===== src/hw/qls_consts.vh =====
// constants for the quad low-side switch control logic
`ifndef QLS_CONSTS_VH
`define QLS_CONSTS_VH

// serial frame layout
`define FRAME_W      16
`define WR_BIT       15
`define ADDR_HI      14
`define ADDR_LO      12
`define DATA_HI      7
`define BITCNT_W     4
`define BYTE_W       3

// frame addresses
`define A_CTRL       3'h0
`define A_MAP        3'h1
`define A_OLEN       3'h2
`define A_CLR        3'h3
`define A_DIAG       3'h4

// reset values
`define CTRL_RST     4'h0
`define MAP_A_RST    4'h4
`define MAP_B_RST    4'h8
`define OLEN_RST     4'h0

// direct input home channels
`define CH_A         2
`define CH_B         3

// synchroniser bundle: reset levels, chip select idles high
`define SYNC_W       19
`define SYNC_RST     19'h0_0002

// timing
`define CLK_NS       8
`define RESTART_NS   10000
`define RESTART_W    16

`endif


===== src/hw/pin_sync.v =====
// three-stage pin synchroniser with agreement filter
`timescale 1ns/1ps
module pin_sync #(
    parameter            WIDTH   = 1,
    parameter [WIDTH-1:0] RST_VAL = {WIDTH{1'b0}}
) (
    input  wire             core_clk,
    input  wire             rstn,
    input  wire [WIDTH-1:0] pin_in,
    output wire [WIDTH-1:0] level
);

    reg [WIDTH-1:0] s1_ff;   // first stage, read only by s2
    reg [WIDTH-1:0] s2_ff;   // second stage
    reg [WIDTH-1:0] s3_ff;   // third stage
    reg [WIDTH-1:0] lvl_ff;  // accepted level
    integer         k;

    // shift chain; a bit is accepted once stages two and three agree
    always @(posedge core_clk) begin
        if (!rstn) begin
            s1_ff  <= RST_VAL;
            s2_ff  <= RST_VAL;
            s3_ff  <= RST_VAL;
            lvl_ff <= RST_VAL;
        end else begin
            s1_ff <= pin_in;
            s2_ff <= s1_ff;
            s3_ff <= s2_ff;
            for (k = 0; k < WIDTH; k = k + 1) begin
                if (s2_ff[k] == s3_ff[k]) begin
                    lvl_ff[k] <= s3_ff[k];
                end
            end
        end
    end

    assign level = lvl_ff;

endmodule // pin_sync


===== src/hw/quad_lowside_switch_control.v =====
// control, protection and serial port logic of the quad low-side switch
`timescale 1ns/1ps
`include "qls_consts.vh"
module quad_lowside_switch_control #(
    parameter NCH        = 4,
    parameter RESTART_NS = `RESTART_NS
) (
    input  wire           core_clk,
    input  wire           rstn,
    input  wire           sclk_pin,
    input  wire           chip_select_low,
    input  wire           si_pin,
    output wire           so_out,
    output wire           so_oe,
    input  wire           direct_input_a,
    input  wire           direct_input_b,
    input  wire           idle_pin,
    input  wire           vdd_present,
    input  wire [NCH-1:0] overload_sense,
    input  wire [NCH-1:0] overtemp_sense,
    input  wire [NCH-1:0] osm_sense,
    output wire [NCH-1:0] channel_on,
    output wire [NCH-1:0] open_load_current_source,
    output wire           limp_home
);

    // restart time in cycles, rounded up
    localparam [`RESTART_W-1:0] RESTART_CYC =
        (RESTART_NS + `CLK_NS - 1) / `CLK_NS;

    // synchronised pin levels
    wire [`SYNC_W-1:0] raw_pins;
    wire [`SYNC_W-1:0] pins;
    wire               sclk_f;
    wire               cs_f;
    wire               si_f;
    wire               in_a;
    wire               in_b;
    wire               idle_f;
    wire               vdd_f;
    wire [3:0]         ovl_f;
    wire [3:0]         ot_f;
    wire [3:0]         osm_f;

    assign raw_pins = {osm_sense, overtemp_sense, overload_sense, vdd_present,
                       idle_pin, direct_input_b, direct_input_a, si_pin,
                       chip_select_low, sclk_pin};

    // all outside pins pass the three-stage filter
    pin_sync #(
        .WIDTH   (`SYNC_W),
        .RST_VAL (`SYNC_RST)
    ) u_sync (
        .core_clk (core_clk),
        .rstn     (rstn),
        .pin_in   (raw_pins),
        .level    (pins)
    );

    assign sclk_f = pins[0];
    assign cs_f   = pins[1];
    assign si_f   = pins[2];
    assign in_a   = pins[3];
    assign in_b   = pins[4];
    assign idle_f = pins[5];   // idle pin high means normal mode
    assign vdd_f  = pins[6];
    assign ovl_f  = pins[10:7];
    assign ot_f   = pins[14:11];
    assign osm_f  = pins[18:15];

    // serial port state
    reg                 sclk_q_ff;   // previous clock level
    reg                 cs_q_ff;     // previous chip select level
    reg [`FRAME_W-1:0]  shreg_ff;    // shift register, also chain pass-through
    reg [`BITCNT_W-1:0] bitcnt_ff;   // bits modulo frame length
    reg                 got_ff;      // sixteen bits or more seen this frame
    reg                 so_ff;       // serial output bit
    reg                 so_oe_ff;    // serial output drive enable
    reg [2:0]           rsel_ff;     // register returned in next frame

    // programmable registers
    reg [3:0]           ctrl_ff;     // per-channel control bits
    reg [3:0]           map_a_ff;    // channels driven by input a
    reg [3:0]           map_b_ff;    // channels driven by input b
    reg [3:0]           olen_ff;     // open-load source enables
    reg [3:0]           clr_ff;      // one-cycle fault clear pulses
    reg                 limp_ff;     // limp home indication

    // per-channel status gathered from the generate loop
    wire [3:0]          ot_off;
    wire [3:0]          diag_ovl;

    wire sclk_rise = sclk_f & ~sclk_q_ff;
    wire sclk_fall = ~sclk_f & sclk_q_ff;
    wire active    = ~cs_f & vdd_f;
    wire cs_start  = cs_q_ff & ~cs_f & vdd_f;
    wire cs_end    = ~cs_q_ff & cs_f & vdd_f;
    // whole bytes after one full frame, so 8-bit chain partners fit
    wire frame_ok  = cs_end & got_ff & (bitcnt_ff[`BYTE_W-1:0] == {`BYTE_W{1'b0}});
    wire wr_frame  = frame_ok & shreg_ff[`WR_BIT];
    wire [2:0] fr_addr = shreg_ff[`ADDR_HI:`ADDR_LO];
    wire limp      = ~idle_f;

    // answer word chosen by the last frame: read address, or diagnosis after a write
    reg [`FRAME_W-1:0] resp;
    always @* begin
        case (rsel_ff)
            `A_CTRL: resp = {12'h000, ctrl_ff};
            `A_MAP:  resp = {8'h00, map_b_ff, map_a_ff};
            `A_OLEN: resp = {12'h000, olen_ff};
            // latched diagnosis and live status
            default: resp = {diag_ovl, ot_off, osm_f & ~channel_on,
                             in_b, in_a, limp, vdd_f};
        endcase
    end

    // serial shift engine, sample on rising clock, drive on falling
    always @(posedge core_clk) begin
        if (!rstn) begin
            sclk_q_ff <= 1'b0;
            cs_q_ff   <= 1'b1;
            shreg_ff  <= 16'h0000;
            bitcnt_ff <= 4'h0;
            got_ff    <= 1'b0;
            so_ff     <= 1'b0;
            so_oe_ff  <= 1'b0;
        end else begin
            sclk_q_ff <= sclk_f;
            cs_q_ff   <= cs_f;
            so_oe_ff  <= active;
            if (cs_start) begin
                // load answer, first bit out at once
                shreg_ff  <= resp;
                so_ff     <= resp[`FRAME_W-1];
                bitcnt_ff <= 4'h0;
                got_ff    <= 1'b0;
            end else if (active && sclk_rise) begin
                // bits fall through to the next chained device
                shreg_ff  <= {shreg_ff[`FRAME_W-2:0], si_f};
                bitcnt_ff <= bitcnt_ff + 4'h1;
                got_ff    <= got_ff | (bitcnt_ff == {`BITCNT_W{1'b1}});
            end else if (active && sclk_fall) begin
                so_ff <= shreg_ff[`FRAME_W-1];
            end
        end
    end

    // register writes on a whole-frame chip select release
    always @(posedge core_clk) begin
        if (!rstn || !vdd_f) begin
            // settings lost without digital supply
            ctrl_ff  <= `CTRL_RST;
            map_a_ff <= `MAP_A_RST;
            map_b_ff <= `MAP_B_RST;
            olen_ff  <= `OLEN_RST;
            clr_ff   <= 4'h0;
            rsel_ff  <= `A_DIAG;
        end else begin
            clr_ff <= 4'h0;
            if (frame_ok && !shreg_ff[`WR_BIT]) begin
                rsel_ff <= fr_addr;
            end else if (frame_ok) begin
                rsel_ff <= `A_DIAG;
            end
            if (wr_frame) begin
                case (fr_addr)
                    `A_CTRL: ctrl_ff <= shreg_ff[3:0];
                    `A_MAP: begin
                        map_a_ff <= shreg_ff[3:0];
                        map_b_ff <= shreg_ff[`DATA_HI:4];
                    end
                    `A_OLEN: olen_ff <= shreg_ff[3:0];
                    `A_CLR:  clr_ff  <= shreg_ff[3:0];
                    default: ;
                endcase
            end
        end
    end

    // limp home flag
    always @(posedge core_clk) begin
        if (!rstn) begin
            limp_ff <= 1'b0;
        end else begin
            limp_ff <= limp;
        end
    end

    // per-channel drive and protection
    genvar i;
    generate
        for (i = 0; i < NCH; i = i + 1) begin : g_ch
            reg                   on_ff;     // channel drive
            reg                   ovl_ff;    // overload shutdown latch
            reg                   ot_ff;     // over-temperature latch
            reg                   dovl_ff;   // overload diagnosis flag
            reg                   ol_ff;     // open-load source drive
            reg [`RESTART_W-1:0]  rcnt_ff;   // limp home restart timer
            wire lh_in  = (i == `CH_A) ? in_a :
                          (i == `CH_B) ? in_b : 1'b0;
            wire nm_req = ctrl_ff[i] | (map_a_ff[i] & in_a)
                          | (map_b_ff[i] & in_b);
            wire ovl_ev = ovl_f[i] & on_ff;
            wire rdone  = limp && ovl_ff && lh_in &&
                          (rcnt_ff == RESTART_CYC - 1'b1);

            always @(posedge core_clk) begin
                if (!rstn) begin
                    on_ff   <= 1'b0;
                    ovl_ff  <= 1'b0;
                    ot_ff   <= 1'b0;
                    dovl_ff <= 1'b0;
                    ol_ff   <= 1'b0;
                    rcnt_ff <= 16'h0000;
                end else begin
                    // overload switches off, set beats clear
                    if (ovl_ev) begin
                        ovl_ff <= 1'b1;
                    end else if (clr_ff[i] || rdone) begin
                        ovl_ff <= 1'b0;
                    end
                    // thermal shutdown per channel
                    if (ot_f[i]) begin
                        ot_ff <= 1'b1;
                    end else if (clr_ff[i]) begin
                        ot_ff <= 1'b0;
                    end
                    // diagnosis flag stays until cleared
                    if (ovl_ev) begin
                        dovl_ff <= 1'b1;
                    end else if (clr_ff[i]) begin
                        dovl_ff <= 1'b0;
                    end
                    // restart timer runs in limp home with latch set and input high
                    if (limp && ovl_ff && lh_in && !rdone) begin
                        rcnt_ff <= rcnt_ff + 16'h0001;
                    end else begin
                        rcnt_ff <= 16'h0000;
                    end
                    // latched faults hold the channel off
                    on_ff <= (limp ? lh_in : nm_req) & ~ovl_ff & ~ot_ff
                             & ~ovl_ev & ~ot_f[i];
                    ol_ff <= olen_ff[i] & vdd_f;
                end
            end

            assign channel_on[i]               = on_ff;
            assign open_load_current_source[i] = ol_ff;
            assign ot_off[i]                   = ot_ff;
            assign diag_ovl[i]                 = dovl_ff;
        end
    endgenerate

    assign so_out    = so_ff;
    assign so_oe     = so_oe_ff;
    assign limp_home = limp_ff;

endmodule // quad_lowside_switch_control


===== config.mk =====
export PLATFORM = sky130hd
export DESIGN_NAME = quad_lowside_switch_control
export DESIGN_NICKNAME = d
export VERILOG_FILES = /design/src/hw/pin_sync.v /design/src/hw/quad_lowside_switch_control.v
export VERILOG_INCLUDE_DIRS = /design/src /design/src/hw
export SDC_FILE = /design/constraint.sdc
export NUM_CORES = 1
export LEC_CHECK = 0
export ABC_AREA = 1
export BUFFER_PORTS_ARGS = -buffer_cell sky130_fd_sc_hd__clkbuf_2
export CAP_MARGIN = 20
export CORE_MARGIN = 2
export CORE_UTILIZATION = 68
export CTS_BUF_LIST = sky130_fd_sc_hd__clkbuf_8
export DETAILED_ROUTE_END_ITERATION = 8
export PLACE_DENSITY_LB_ADDON = 0.12
export SKIP_LAST_GASP = 1
export SLEW_MARGIN = 20
export SYNTH_ARGS = -nofsm -noshare
export SYNTH_HDL_FRONTEND = slang
export SYNTH_SLANG_ARGS = --single-unit

===== constraint.sdc =====
create_clock -name core_clk -period 3.3 [get_ports core_clk]
set_input_delay 0.165 -clock core_clk [delete_from_list [all_inputs] [get_ports core_clk]]
set_output_delay 0.165 -clock core_clk [all_outputs]
set_load 0.05 [all_outputs]

Word level (Yosys, flattened, before mapping)
Cells that the tools add are included. W data, S select, Z words.

Add/subtract/negate cells: 3. $mul: 0. Div/mod/pow operators: 0. Order comparisons: 0. Equality and inequality tests: 28. Shift-type cells: 0. Muxes and demuxes: 28. Bitwise operators: 77. Reduce and logical (&&, ||, !) cells: 43.

Operator list (number): $pmux W16 S3 (1); $and A1 B1 Y1 (42); $add A16 B1 Y16 const B (2); $eq A16 B11 Y1 const B (2); $mux W16 (2); $reduce_bool A2 Y1 (13); $not A1 Y1 (24); $mux W1 (23); $eq A1 B1 Y1 (19); $reduce_and A2 Y1 (6); $logic_and A1 B1 Y1 (11); $eq A3 B2 Y1 const B (3); $logic_not A3 Y1 (3); $or A1 B1 Y1 (9); $eq A3 B1 Y1 const B (2); $mux W3 (2); $logic_not A1 Y1 (5); $add A4 B1 Y4 const B (1); $and A4 B4 Y4 (1); $eq A4 B4 Y1 const B (1); $not A4 Y4 (1); $logic_or A1 B1 Y1 (3); $reduce_or A3 Y1 (1); $ne A2 B2 Y1 const B (1); $reduce_or A2 Y1 (1).

Register bits: 175. Latch bits: 0. RAM bits: 0. Bits in read-only memories: 0. Input bits: 21. Logic and storage cells: 235. Memories: 0.

Longest topological paths before layout
Gate-level depths: netlist (run 1).

Depth after elaboration: 8. Mapped depth: 11. Mapped depth without buffers: 11.

Cells and area by module
From an unflattened synthesis (run 1), not the netlist that was laid out.

Cell total of the unflattened synthesis: 933. Area total of the unflattened synthesis: 6919.1 sq um.

By module, submodules not included: quad_lowside_switch_control (times used 1, cells each 674, area each 4643.2 sq um, sequential area each 1981.9 sq um); pin_sync (times used 1, cells each 259, area each 2275.9 sq um, sequential area each 1521.5 sq um).

Worst setup path before layout (run 1)
No wires, ideal clock.

Path type: register -> register. Start: register bitcnt_ff[0]. End: register map_a_ff[0]. Setup time: 0.132 ns. Arrival: 1.247 ns. Required time: 3.168 ns. Setup slack: 1.921 ns. Cell stages (with the launch flop): 10. Buffers on the path: 0. Clock period less this slack: 1.379 ns. Cell sequence: dfxtp_1 inv_1 ha_1 inv_1 nor2_1 nand3_2 nor2_4 nand2_1 nand2_1 a21oi_1.

Cells in the longest elaborated chain, start to end: 4.

Ends and longest elaborated chain: start, declared (line quad_lowside_switch_control.v:75) `` reg [`BITCNT_W-1:0] bitcnt_ff; ``; start signal, assigned (line quad_lowside_switch_control.v:140) `bitcnt_ff <= bitcnt_ff + 4'h1;`; $logic_not A3 Y1 (line quad_lowside_switch_control.v:99) `` wire frame_ok = cs_end & got_ff & (bitcnt_ff[`BYTE_W-1:0] == {`BYTE_W{1'b0}}); ``; $and A1 B1 Y1 (line quad_lowside_switch_control.v:99); $and A1 B1 Y1 (line quad_lowside_switch_control.v:100) `` wire wr_frame = frame_ok & shreg_ff[`WR_BIT]; ``; $reduce_and A2 Y1 (no line); end signal, assigned (line quad_lowside_switch_control.v:153) `` map_a_ff <= `MAP_A_RST; ``; end signal, assigned (line quad_lowside_switch_control.v:169) `map_a_ff <= shreg_ff[3:0];`; end, declared (line quad_lowside_switch_control.v:83) `reg [3:0] map_a_ff;`.

Every way passes these cells. A chain may end at the register's enable or synchronous reset.

Worst setup path in the final report (run 1)
Start: register u_sync.lvl_ff[6] (netlist: u_sync.level[6]). End: register clr_ff[3].

Cells in the longest elaborated chain, start to end: 6. Elaborated cells between the ends (all ways): 8.

Ends and longest elaborated chain: start, declared (line pin_sync.v:16) `reg [WIDTH-1:0] lvl_ff;`; start signal, assigned by index (line pin_sync.v:32) `lvl_ff[k] <= s3_ff[k];`; $and A1 B1 Y1 (line quad_lowside_switch_control.v:97) `wire cs_end = ~cs_q_ff & cs_f & vdd_f;`; $and A1 B1 Y1 (2 in series) (line quad_lowside_switch_control.v:99); $and A1 B1 Y1 (line quad_lowside_switch_control.v:100); $not A1 Y1 (no line); $reduce_or A3 Y1 (no line) *; end signal, assigned (line quad_lowside_switch_control.v:173) `` `A_CLR: clr_ff <= shreg_ff[3:0]; ``; end, declared (line quad_lowside_switch_control.v:86) `reg [3:0] clr_ff;`.

Every way passes the cells marked *; elsewhere a longest branch is shown, timed or not.

==> impl_metrics.tcl, run 1 <==
set metrics [dict create \
    status "complete, no violations" \
    setup.worst_path.start_class "flip-flop" \
    syn2layout_area_growth_pct 10.86 \
    cts_max_path_buffers 2 \
    worstHoldStart "rstn" \
    endpoint_kind "flip-flop" \
    peakVddDrop_v 0.0004543 \
    slew_viol_final 0 \
    holdPathEnd "limp_home$_SDFF_PN0_" \
    switchingPower_mw 0.8452 \
    r2r_start "u_sync.level[6]$_SDFFE_PN0N_" \
    grt_max_degree 89 \
    cap_violations 0 \
    r2r_end "clr_ff[3]$_SDFF_PP0_" \
    fmax_ghz 0.4875 \
    antenna_found_initial 0 \
    clock_sinks 175 \
    path_delay_family "simple AND/OR/NAND/NOR gates" \
    syn_area_per_cell_um2 7.334 \
    fin_crit_sh_pct 62.16 \
    rows 36 \
    critPathRequiredTime_ns 3.66 \
    intPower_mw 2.851 \
    final_common_cell "nand2_1" \
    insertion_delay_ns 0.47 \
    pre_cts_slack_ns 1.315 \
    power_frac_clock_pct 39.3 \
    startpoint "u_sync.level[6]$_SDFFE_PN0N_" \
    syn_nets 971 \
    firstDrtPassIters 6 \
    powerDensity_nw_per_um2 481.6 \
    setup_viol 0 \
    cts-root-buf "clkbuf_8" \
    relSlewSlack_pct 39.25 \
    swShare_pct 22.87 \
    pwr-share-seq_pct 58.2 \
    layout.cells.non_filler 1130 \
    cts_resized 0 \
    p_leak_nw 3.463 \
    ant_nets 0 \
    path_buf_inv 1 \
    reg2reg_depth 4 \
    worstMarginPinSlew_ns 0.9079 \
    die-area_um2 11000 \
    yosysSeqAreaShare_pct 50.61 \
    clk_pin_slew_ns 0.09 \
    hp-class "in -> reg" \
    finalClockSkew_ns 0.01186 \
    grt_pass1_vias 5807 \
    initial_core_util_pct 70.50 \
    post_cts_buffers 0 \
    cp_slowest_cell "inv_1" \
    routed_wl_mm 15.35 \
    place_inst 1079 \
    period_needed_ns 2.051 \
    grt_pass1_wl_mm 25.86 \
    cts_htree_levels 4 \
    final_cell_mix "234 x nand2_1, 175 x dfxtp_1, 154 x inv_1" \
    slowest_delay_ns 0.57 \
    viasPerCell 5.378 \
    final-hold-violation-count 0 \
    grt_overflow 0 \
    drc_errors 0 \
    io_pins 32 \
    cts_made_buffers 17 \
    nets 1011 \
    die_h_um 104.9 \
    setup_tns_ns 0 \
    n_antenna_cell 0 \
    dr_total_vias 6077 \
    port_buffers 31 \
    hold_depth 4 \
    ys_warn_count 0 \
    cp.arrival_ns 2.41 \
    design.core.area_um2 9819 \
    grt_usage_pct 29.26 \
    drt_iter0_markers 379 \
    ys_ff_latch 175 \
    gp_congestion 0.8695 \
    cpMostUsedCell "nand2_1" \
    hpwlAfterDp_mm 10.29 \
    crit_type "reg -> reg" \
    cts_tree "done" \
    synthCells 944 \
    drive_above_1_share_pct 7.823 \
    pwr-share-comb_pct 2.4 \
    die_x_um 104.9 \
    synth_area_um2 6923 \
    r2r_slack_ns 1.25 \
    path_cells "nand2_1 -> inv_1 -> nand2_1 -> nor3_1" \
    wl_per_cell_um 13.58 \
    rsz0062_at_grt "no" \
    worst_slack_ns 1.249 \
    crit_path_max_fanout 14 \
    synth_cell_types 32 \
    fill_cells 733 \
]
stage by stage:
stage	utilization [%]	instance area, um2	power (mW)	hold slack (ns)
final	78.16	7675	3.696	0.2428
after global routing	78.16	7675	3.812	0.2818
after CTS	78.16	7675	3.711	0.2299
after detailed placement	72.20	7089	2.271	0.3540
after global placement	72.20	7089	2.266	0.3455
after floorplan	-	6923	2.245	0.2626
worst reg2reg max path: stages, from the launching register on:
cell	delay, ns
dfxtp_1	0.42
nand2_1	0.39
inv_1	0.58
nand2_1	0.23
nor3_1	0.32
Yosys cell counts, drive strengths merged:
cell type	instances	area [um2]
nand2	235	884.6
dfxtp	175	3503
inv	154	578.1
nor2	113	444.2
nand3	69	350.3
a21oi	66	341.6
o21ai	27	135.1
nor3	24	130.1
buf	20	128.9
nand4	13	81.33
clkbuf	11	41.29
nand3b	7	52.55
ha	6	75.07
or2	4	25.02
xor2	4	35.03
and3	3	18.77
o21bai	3	22.52
a221oi	2	17.52
and2	2	12.51
nor3b	2	15.01
a311oi	1	8.760
nor4	1	6.260
o22ai	1	6.260
xnor2	1	8.760
how the worst max path moves through the flow:
stage | cells past startpoint | slack, ns | end
after floorplan | 9 | 1.92 | map_a_ff[0]$_SDFFE_PP0P_
after global placement | 4 | 1.34 | clr_ff[0]$_SDFF_PP0_
after detailed placement | 4 | 1.31 | g_ch[2].rcnt_ff[7]$_SDFF_PN0_
after CTS | 4 | 1.31 | clr_ff[3]$_SDFF_PP0_
after global routing | 9 | 1.12 | map_a_ff[1]$_SDFFE_PP0P_
final | 4 | 1.25 | clr_ff[3]$_SDFF_PP0_
logic make-up (layout without fill, tap and decap cells):
family	after synthesis	in the layout	synth area share, %
xor+xnor	5	5	0.6325
buf+inv	185	238	10.81
compound gates	100	100	7.681
fa+ha+maj	6	6	1.084
flops	175	175	50.61
simple gates	473	473	29.19
flip-flops by register name, indices dropped and copies added (netlist names), 16 cells and up:
register,flops
g_ch.rcnt_ff,32
u_sync.level,19
u_sync.s1_ff,19
u_sync.s2_ff,19
u_sync.s3_ff,19
shreg_ff,16
final cells by class:
class	count	area [um2]	area share [%]
multi-input combinational	584	2671	34.81
clock inverter	12	120.1	1.565
inverter	154	578.1	7.532
timing repair buffer	52	360.3	4.695
sequential	175	3503	45.65
tap	133	166.4	2.168
clock buffer	20	275.3	3.587
power groups by stage:
stage	clock [mW]	sequential (mW)	combinational [mW]
global placement	0	2.20	0.0656
global route	1.56	2.16	0.100
CTS	1.47	2.15	0.0875
finish	1.45	2.15	0.0895
floorplan	0	2.20	0.0450
detailed placement	0	2.20	0.0691
layer usage:
layer  GRT usage (%)  vias to the layer above  routed length (um)
li1                -                     3006                   -
met1           34.07                     2832                6291
met2           51.21                      195                7743
met3           7.299                       44                 883
met4           12.19                        0                 430
met5               0                        -                   0
what timing repair did:
| item | in CTS | in global routing |
|---|---|---|
| endpoints found under the hold margin | 19 | 0 |
| hold buffers | 19 | 0 |
| setup endpoints to repair | 0 | 0 |
No activity file was read; power rests on OpenSTA's default activity.
==> run 2: changes to the inputs <==
- CORE_UTILIZATION: 68 -> 63
- clock period: 3.3 -> 1.9 ns (I/O delays scaled with it)
==> impl_metrics.tcl, run 2 (same netlist as run 1, synthesis figures left out) <==
set metrics [dict create \
    period_needed_ns 1.733 \
    drive_above_1_share_pct 9.100 \
    fill_cells 861 \
    io_pins 32 \
    top_layer_used "met4" \
    crit_path_max_fanout 11 \
    multi_input_area_um2 2674 \
    fmax_ghz 0.5772 \
    wl_per_cell_um 13.10 \
    antenna_found_initial 0 \
    cts_tree "done" \
    cap_violations 0 \
    grt_pass1_vias 5524 \
    largest_reg_flops 32 \
    slew_viol_final 0 \
    setup_viol 0 \
    port_buffers 31 \
    setup.worst_path.start_class "flip-flop" \
    wl_met2_mm 7.185 \
    final_cell_mix "234 x nand2_1, 175 x dfxtp_1, 154 x inv_1" \
    cts-root-buf "clkbuf_8" \
    regArea_um2 3503 \
    cp.arrival_ns 2.09 \
    cts_htree_levels 4 \
    die-area_um2 11840 \
    worstMarginPinSlew_ns 0.6106 \
    met3_length_um 869 \
    dr_total_vias 5987 \
    rsz0062_at_grt "yes" \
    top_register "g_ch.rcnt_ff" \
    routed_wl_mm 15.08 \
    viasPerCell 5.202 \
    peakVddDrop_v 0.0007124 \
    syn2layout_area_growth_pct 12.96 \
    grt_pass1_wl_mm 24.88 \
    crit_type "reg -> reg" \
    final_common_cell "nand2_1" \
    hp-class "in -> reg" \
    initial_core_util_pct 64.14 \
    die_x_um 108.8 \
    cts_max_path_buffers 2 \
    grt_usage_pct 27.24 \
    grt_overflow 0 \
    p_leak_nw 3.544 \
    relSlewSlack_pct 58.98 \
    grt_max_degree 60 \
    status "complete, no violations" \
    design.core.area_um2 10790 \
    drc_errors 0 \
    clock_sinks 175 \
    fin_crit_sh_pct 91.19 \
    nets 1026 \
    insertion_delay_ns 0.46 \
    finalClockSkew_ns 0.009413 \
    finalPower_mw 6.520 \
    cts_made_buffers 17 \
    die_h_um 108.8 \
    n_antenna_cell 0 \
    endpoint_kind "flip-flop" \
    gp_congestion 0.9375 \
    hpwlAfterDp_mm 10.59 \
    clk_pin_slew_ns 0.09 \
    setup_tns_ns 0 \
    critPathRequiredTime_ns 2.26 \
    ant_nets 0 \
    powerDensity_nw_per_um2 833.8 \
    drt_iter0_markers 487 \
    firstDrtPassIters 7 \
    rows 38 \
    final-hold-violation-count 0 \
    wl_met1_mm 6.823 \
]
-- run 2: cell types whose count changed in the layout (fill, tap and decap cells not counted), moves of 2 or more --
cell / previous run / this run
buf_4: 2 / 15
inv_6: 6 / 2
clkbuf_8: 20 / 17
clkinv_2: 1 / 4
bufinv_16: 1 / 3
-- run 2: report_power, final --
| part | internal (mW) | total (mW) | switching, mW |
|---|---|---|---|
| combinational | 0.0740 | 0.161 | 0.0874 |
| sequential | 3.72 | 3.74 | 0.0221 |
| clock | 1.29 | 2.62 | 1.33 |
-- run 2: layer usage --
metal / track usage (%) / vias up
met1: 34.65 / 2767
li1: - / 3036
met2: 45.09 / 164
met3: 7.651 / 20
met4: 8.333 / 0
met5: 0 / -
-- run 2: final timing paths --
path	from	end	slack, ns	cells past startpoint
setup / recovery	bitcnt_ff[0]$_SDFFE_PP0P_	olen_ff[1]$_SDFFE_PP0P_	0.17	11
hold / removal	overtemp_sense[2]	u_sync.s1_ff[13]$_SDFF_PN0_	0.34	4
setup reg to reg	bitcnt_ff[0]$_SDFFE_PP0P_	olen_ff[1]$_SDFFE_PP0P_	0.17	11
hold reg to reg	u_sync.s1_ff[9]$_SDFF_PN0_	u_sync.s2_ff[9]$_SDFF_PN0_	0.42	2
-- run 2: cell type report --
| type | count | share of cell area (%) |
|---|---|---|
| Clock buffer | 17 | 2.992 |
| Timing Repair Buffer | 67 | 6.240 |
| Multi-Input combinational cell | 584 | 34.19 |
| Sequential cell | 175 | 44.80 |
| Inverter | 154 | 7.392 |
| Clock inverter | 14 | 2.144 |
| Tap cell | 140 | 2.240 |
-- run 2: critical path: stages, from the launching register on --
cell	delay [ns]
dfxtp_1	0.32
inv_1	0.10
ha_1	0.16
inv_1	0.04
nor2_1	0.12
nand3_2	0.15
nor2_4	0.28
buf_4	0.17
buf_4	0.11
nand3_1	0.06
nand2_1	0.06
nor2_1	0.05
-- run 2: per-stage QoR --
| step | hold slack, ns | cell area [um2] | cells | util, % | setup WS (ns) |
|---|---|---|---|---|---|
| floorplan | 0.1926 | 6923 | 944 | - | 0.5208 |
| global placement | 0.2818 | 7178 | 1095 | 66.51 | 0.2208 |
| detailed placement | 0.2802 | 7178 | 1095 | 66.51 | 0.1614 |
| global route | 0.3579 | 7820 | 1151 | 72.46 | -0.01809 |
| CTS | 0.3336 | 7780 | 1146 | 72.08 | 0.1375 |
| finish | 0.3446 | 7820 | 1151 | 72.46 | 0.1674 |
-- run 2: timing repair --
action                                  in CTS  in global routing
gates resized for setup                      0                  1
hold buffers                                20                  0
hold endpoints to repair                    20                  0
endpoints found under the setup margin       0                 20
buffers inserted                             0                  5
==> run 3: changes to the inputs <==
- CORE_MARGIN: 2 -> 4
==> impl_metrics.tcl, run 3 (same netlist as run 1, synthesis figures left out) <==
set metrics [dict create \
    initial_core_util_pct 64.14 \
    powerDensity_nw_per_um2 827.4 \
    drt_iter0_markers 447 \
    worstMarginPinSlew_ns 0.5024 \
    finalClockSkew_ns 0.008558 \
    grt_overflow 0 \
    period_needed_ns 1.656 \
    die_h_um 112.8 \
    ant_nets 0 \
    insertion_delay_ns 0.46 \
    firstDrtPassIters 5 \
    hpwlAfterDp_mm 10.61 \
    fin_crit_sh_pct 87.14 \
    clock_sinks 175 \
    drive_above_1_share_pct 8.730 \
    status "complete, no violations" \
    layout.cells.non_filler 1148 \
    die_x_um 112.8 \
    grt_pass1_wl_mm 25.78 \
    critPathRequiredTime_ns 2.29 \
    syn2layout_area_growth_pct 12.38 \
    clk_pin_slew_ns 0.08 \
    cts_tree "done" \
    top_layer_used "met4" \
    die-area_um2 12730 \
    grt_pass1_vias 5731 \
    final_cell_mix "234 x nand2_1, 175 x dfxtp_1, 156 x inv_1" \
    wl_per_cell_um 13.13 \
    drc_errors 0 \
    routed_wl_mm 15.07 \
    regArea_um2 3503 \
    p_leak_nw 3.529 \
    grt_usage_pct 24.99 \
    n_antenna_cell 0 \
    dr_total_vias 5889 \
    met3_length_um 928 \
    fmax_ghz 0.6040 \
    final_common_cell "nand2_1" \
    setup_tns_ns 0 \
    peakVddDrop_v 0.0007294 \
    rsz0062_at_grt "no" \
    io_pins 32 \
    largest_reg_flops 32 \
    cap_violations 0 \
    relSlewSlack_pct 66.25 \
    multi_input_area_um2 2674 \
    cts_max_path_buffers 2 \
    final-hold-violation-count 0 \
    cts_made_buffers 17 \
    wl_met1_mm 6.764 \
    timing.hold.ws_ns 0.03956 \
    nets 1022 \
    place_inst 1097 \
    hp-class "in -> reg" \
    crit_path_max_fanout 10 \
    top_register "g_ch.rcnt_ff" \
    cts_htree_levels 4 \
    rows 38 \
    antenna_found_initial 0 \
    port_buffers 31 \
    finalPower_mw 6.437 \
    setup_viol 0 \
    setup.worst_path.start_class "flip-flop" \
    cts-root-buf "clkbuf_8" \
    wl_met2_mm 7.125 \
    viasPerCell 5.130 \
    slew_viol_final 0 \
    crit_type "reg -> reg" \
    grt_max_degree 63 \
    design.core.area_um2 10790 \
    cp.arrival_ns 2.05 \
    gp_congestion 0.9197 \
    fill_cells 865 \
    endpoint_kind "flip-flop" \
]
run 3: repair_timing:
item | CTS | global route
setup buffers | 0 | 0
hold buffers | 19 | 0
setup endpoints to repair | 0 | 2
resized for setup | 0 | 1
endpoints found under the hold margin | 19 | 0
run 3: metrics by stage:
stage | cell area (um2) | util, % | setup WS [ns]
2_1_floorplan | 6923 | - | 0.5208
3_3_place_gp | 7193 | 66.65 | 0.3510
3_5_place_dp | 7193 | 66.65 | 0.2622
4_1_cts | 7777 | 72.06 | 0.2144
5_1_grt | 7780 | 72.08 | 0.1211
6_report | 7780 | 72.08 | 0.2443
run 3: area by class of cell:
cell class,count,area share (%)
clock inverters,12,1.528
repair buffers,63,5.854
well taps,140,2.252
clock buffers,20,3.538
flip-flops and latches,175,45.03
inverters,154,7.430
multi-input cells,584,34.37
run 3: per-layer routing:
metal	global-route usage [%]	vias up
met5	0	-
met4	8.654	0
met3	7.059	23
met2	41.90	153
met1	30.97	2685
li1	-	3028
run 3: path summary, 6_finish.rpt:
check,startpoint,endpoint,cells after the start,slack (ns)
hold / removal,rstn,cs_q_ff$_SDFF_PN1_,2,0.04
setup reg to reg,rsel_ff[1]$_SDFFE_PP0P_,shreg_ff[1]$_SDFFE_PN0P_,6,0.24
setup / recovery,rsel_ff[1]$_SDFFE_PP0P_,shreg_ff[1]$_SDFFE_PN0P_,6,0.24
hold reg to reg,u_sync.s1_ff[10]$_SDFF_PN0_,u_sync.s2_ff[10]$_SDFF_PN0_,2,0.41
run 3: report_power, final:
group,switching (mW),internal (mW)
clock,1.29,1.25
combinational,0.0867,0.0727
sequential,0.0222,3.72
run 3: critical path: stages, from the launching register on:
cell	delay [ns]
dfxtp_1	0.55
nand2_1	0.20
nand2_1	0.38
nor2_1	0.12
nand3_1	0.13
nand2_1	0.06
a21oi_1	0.15
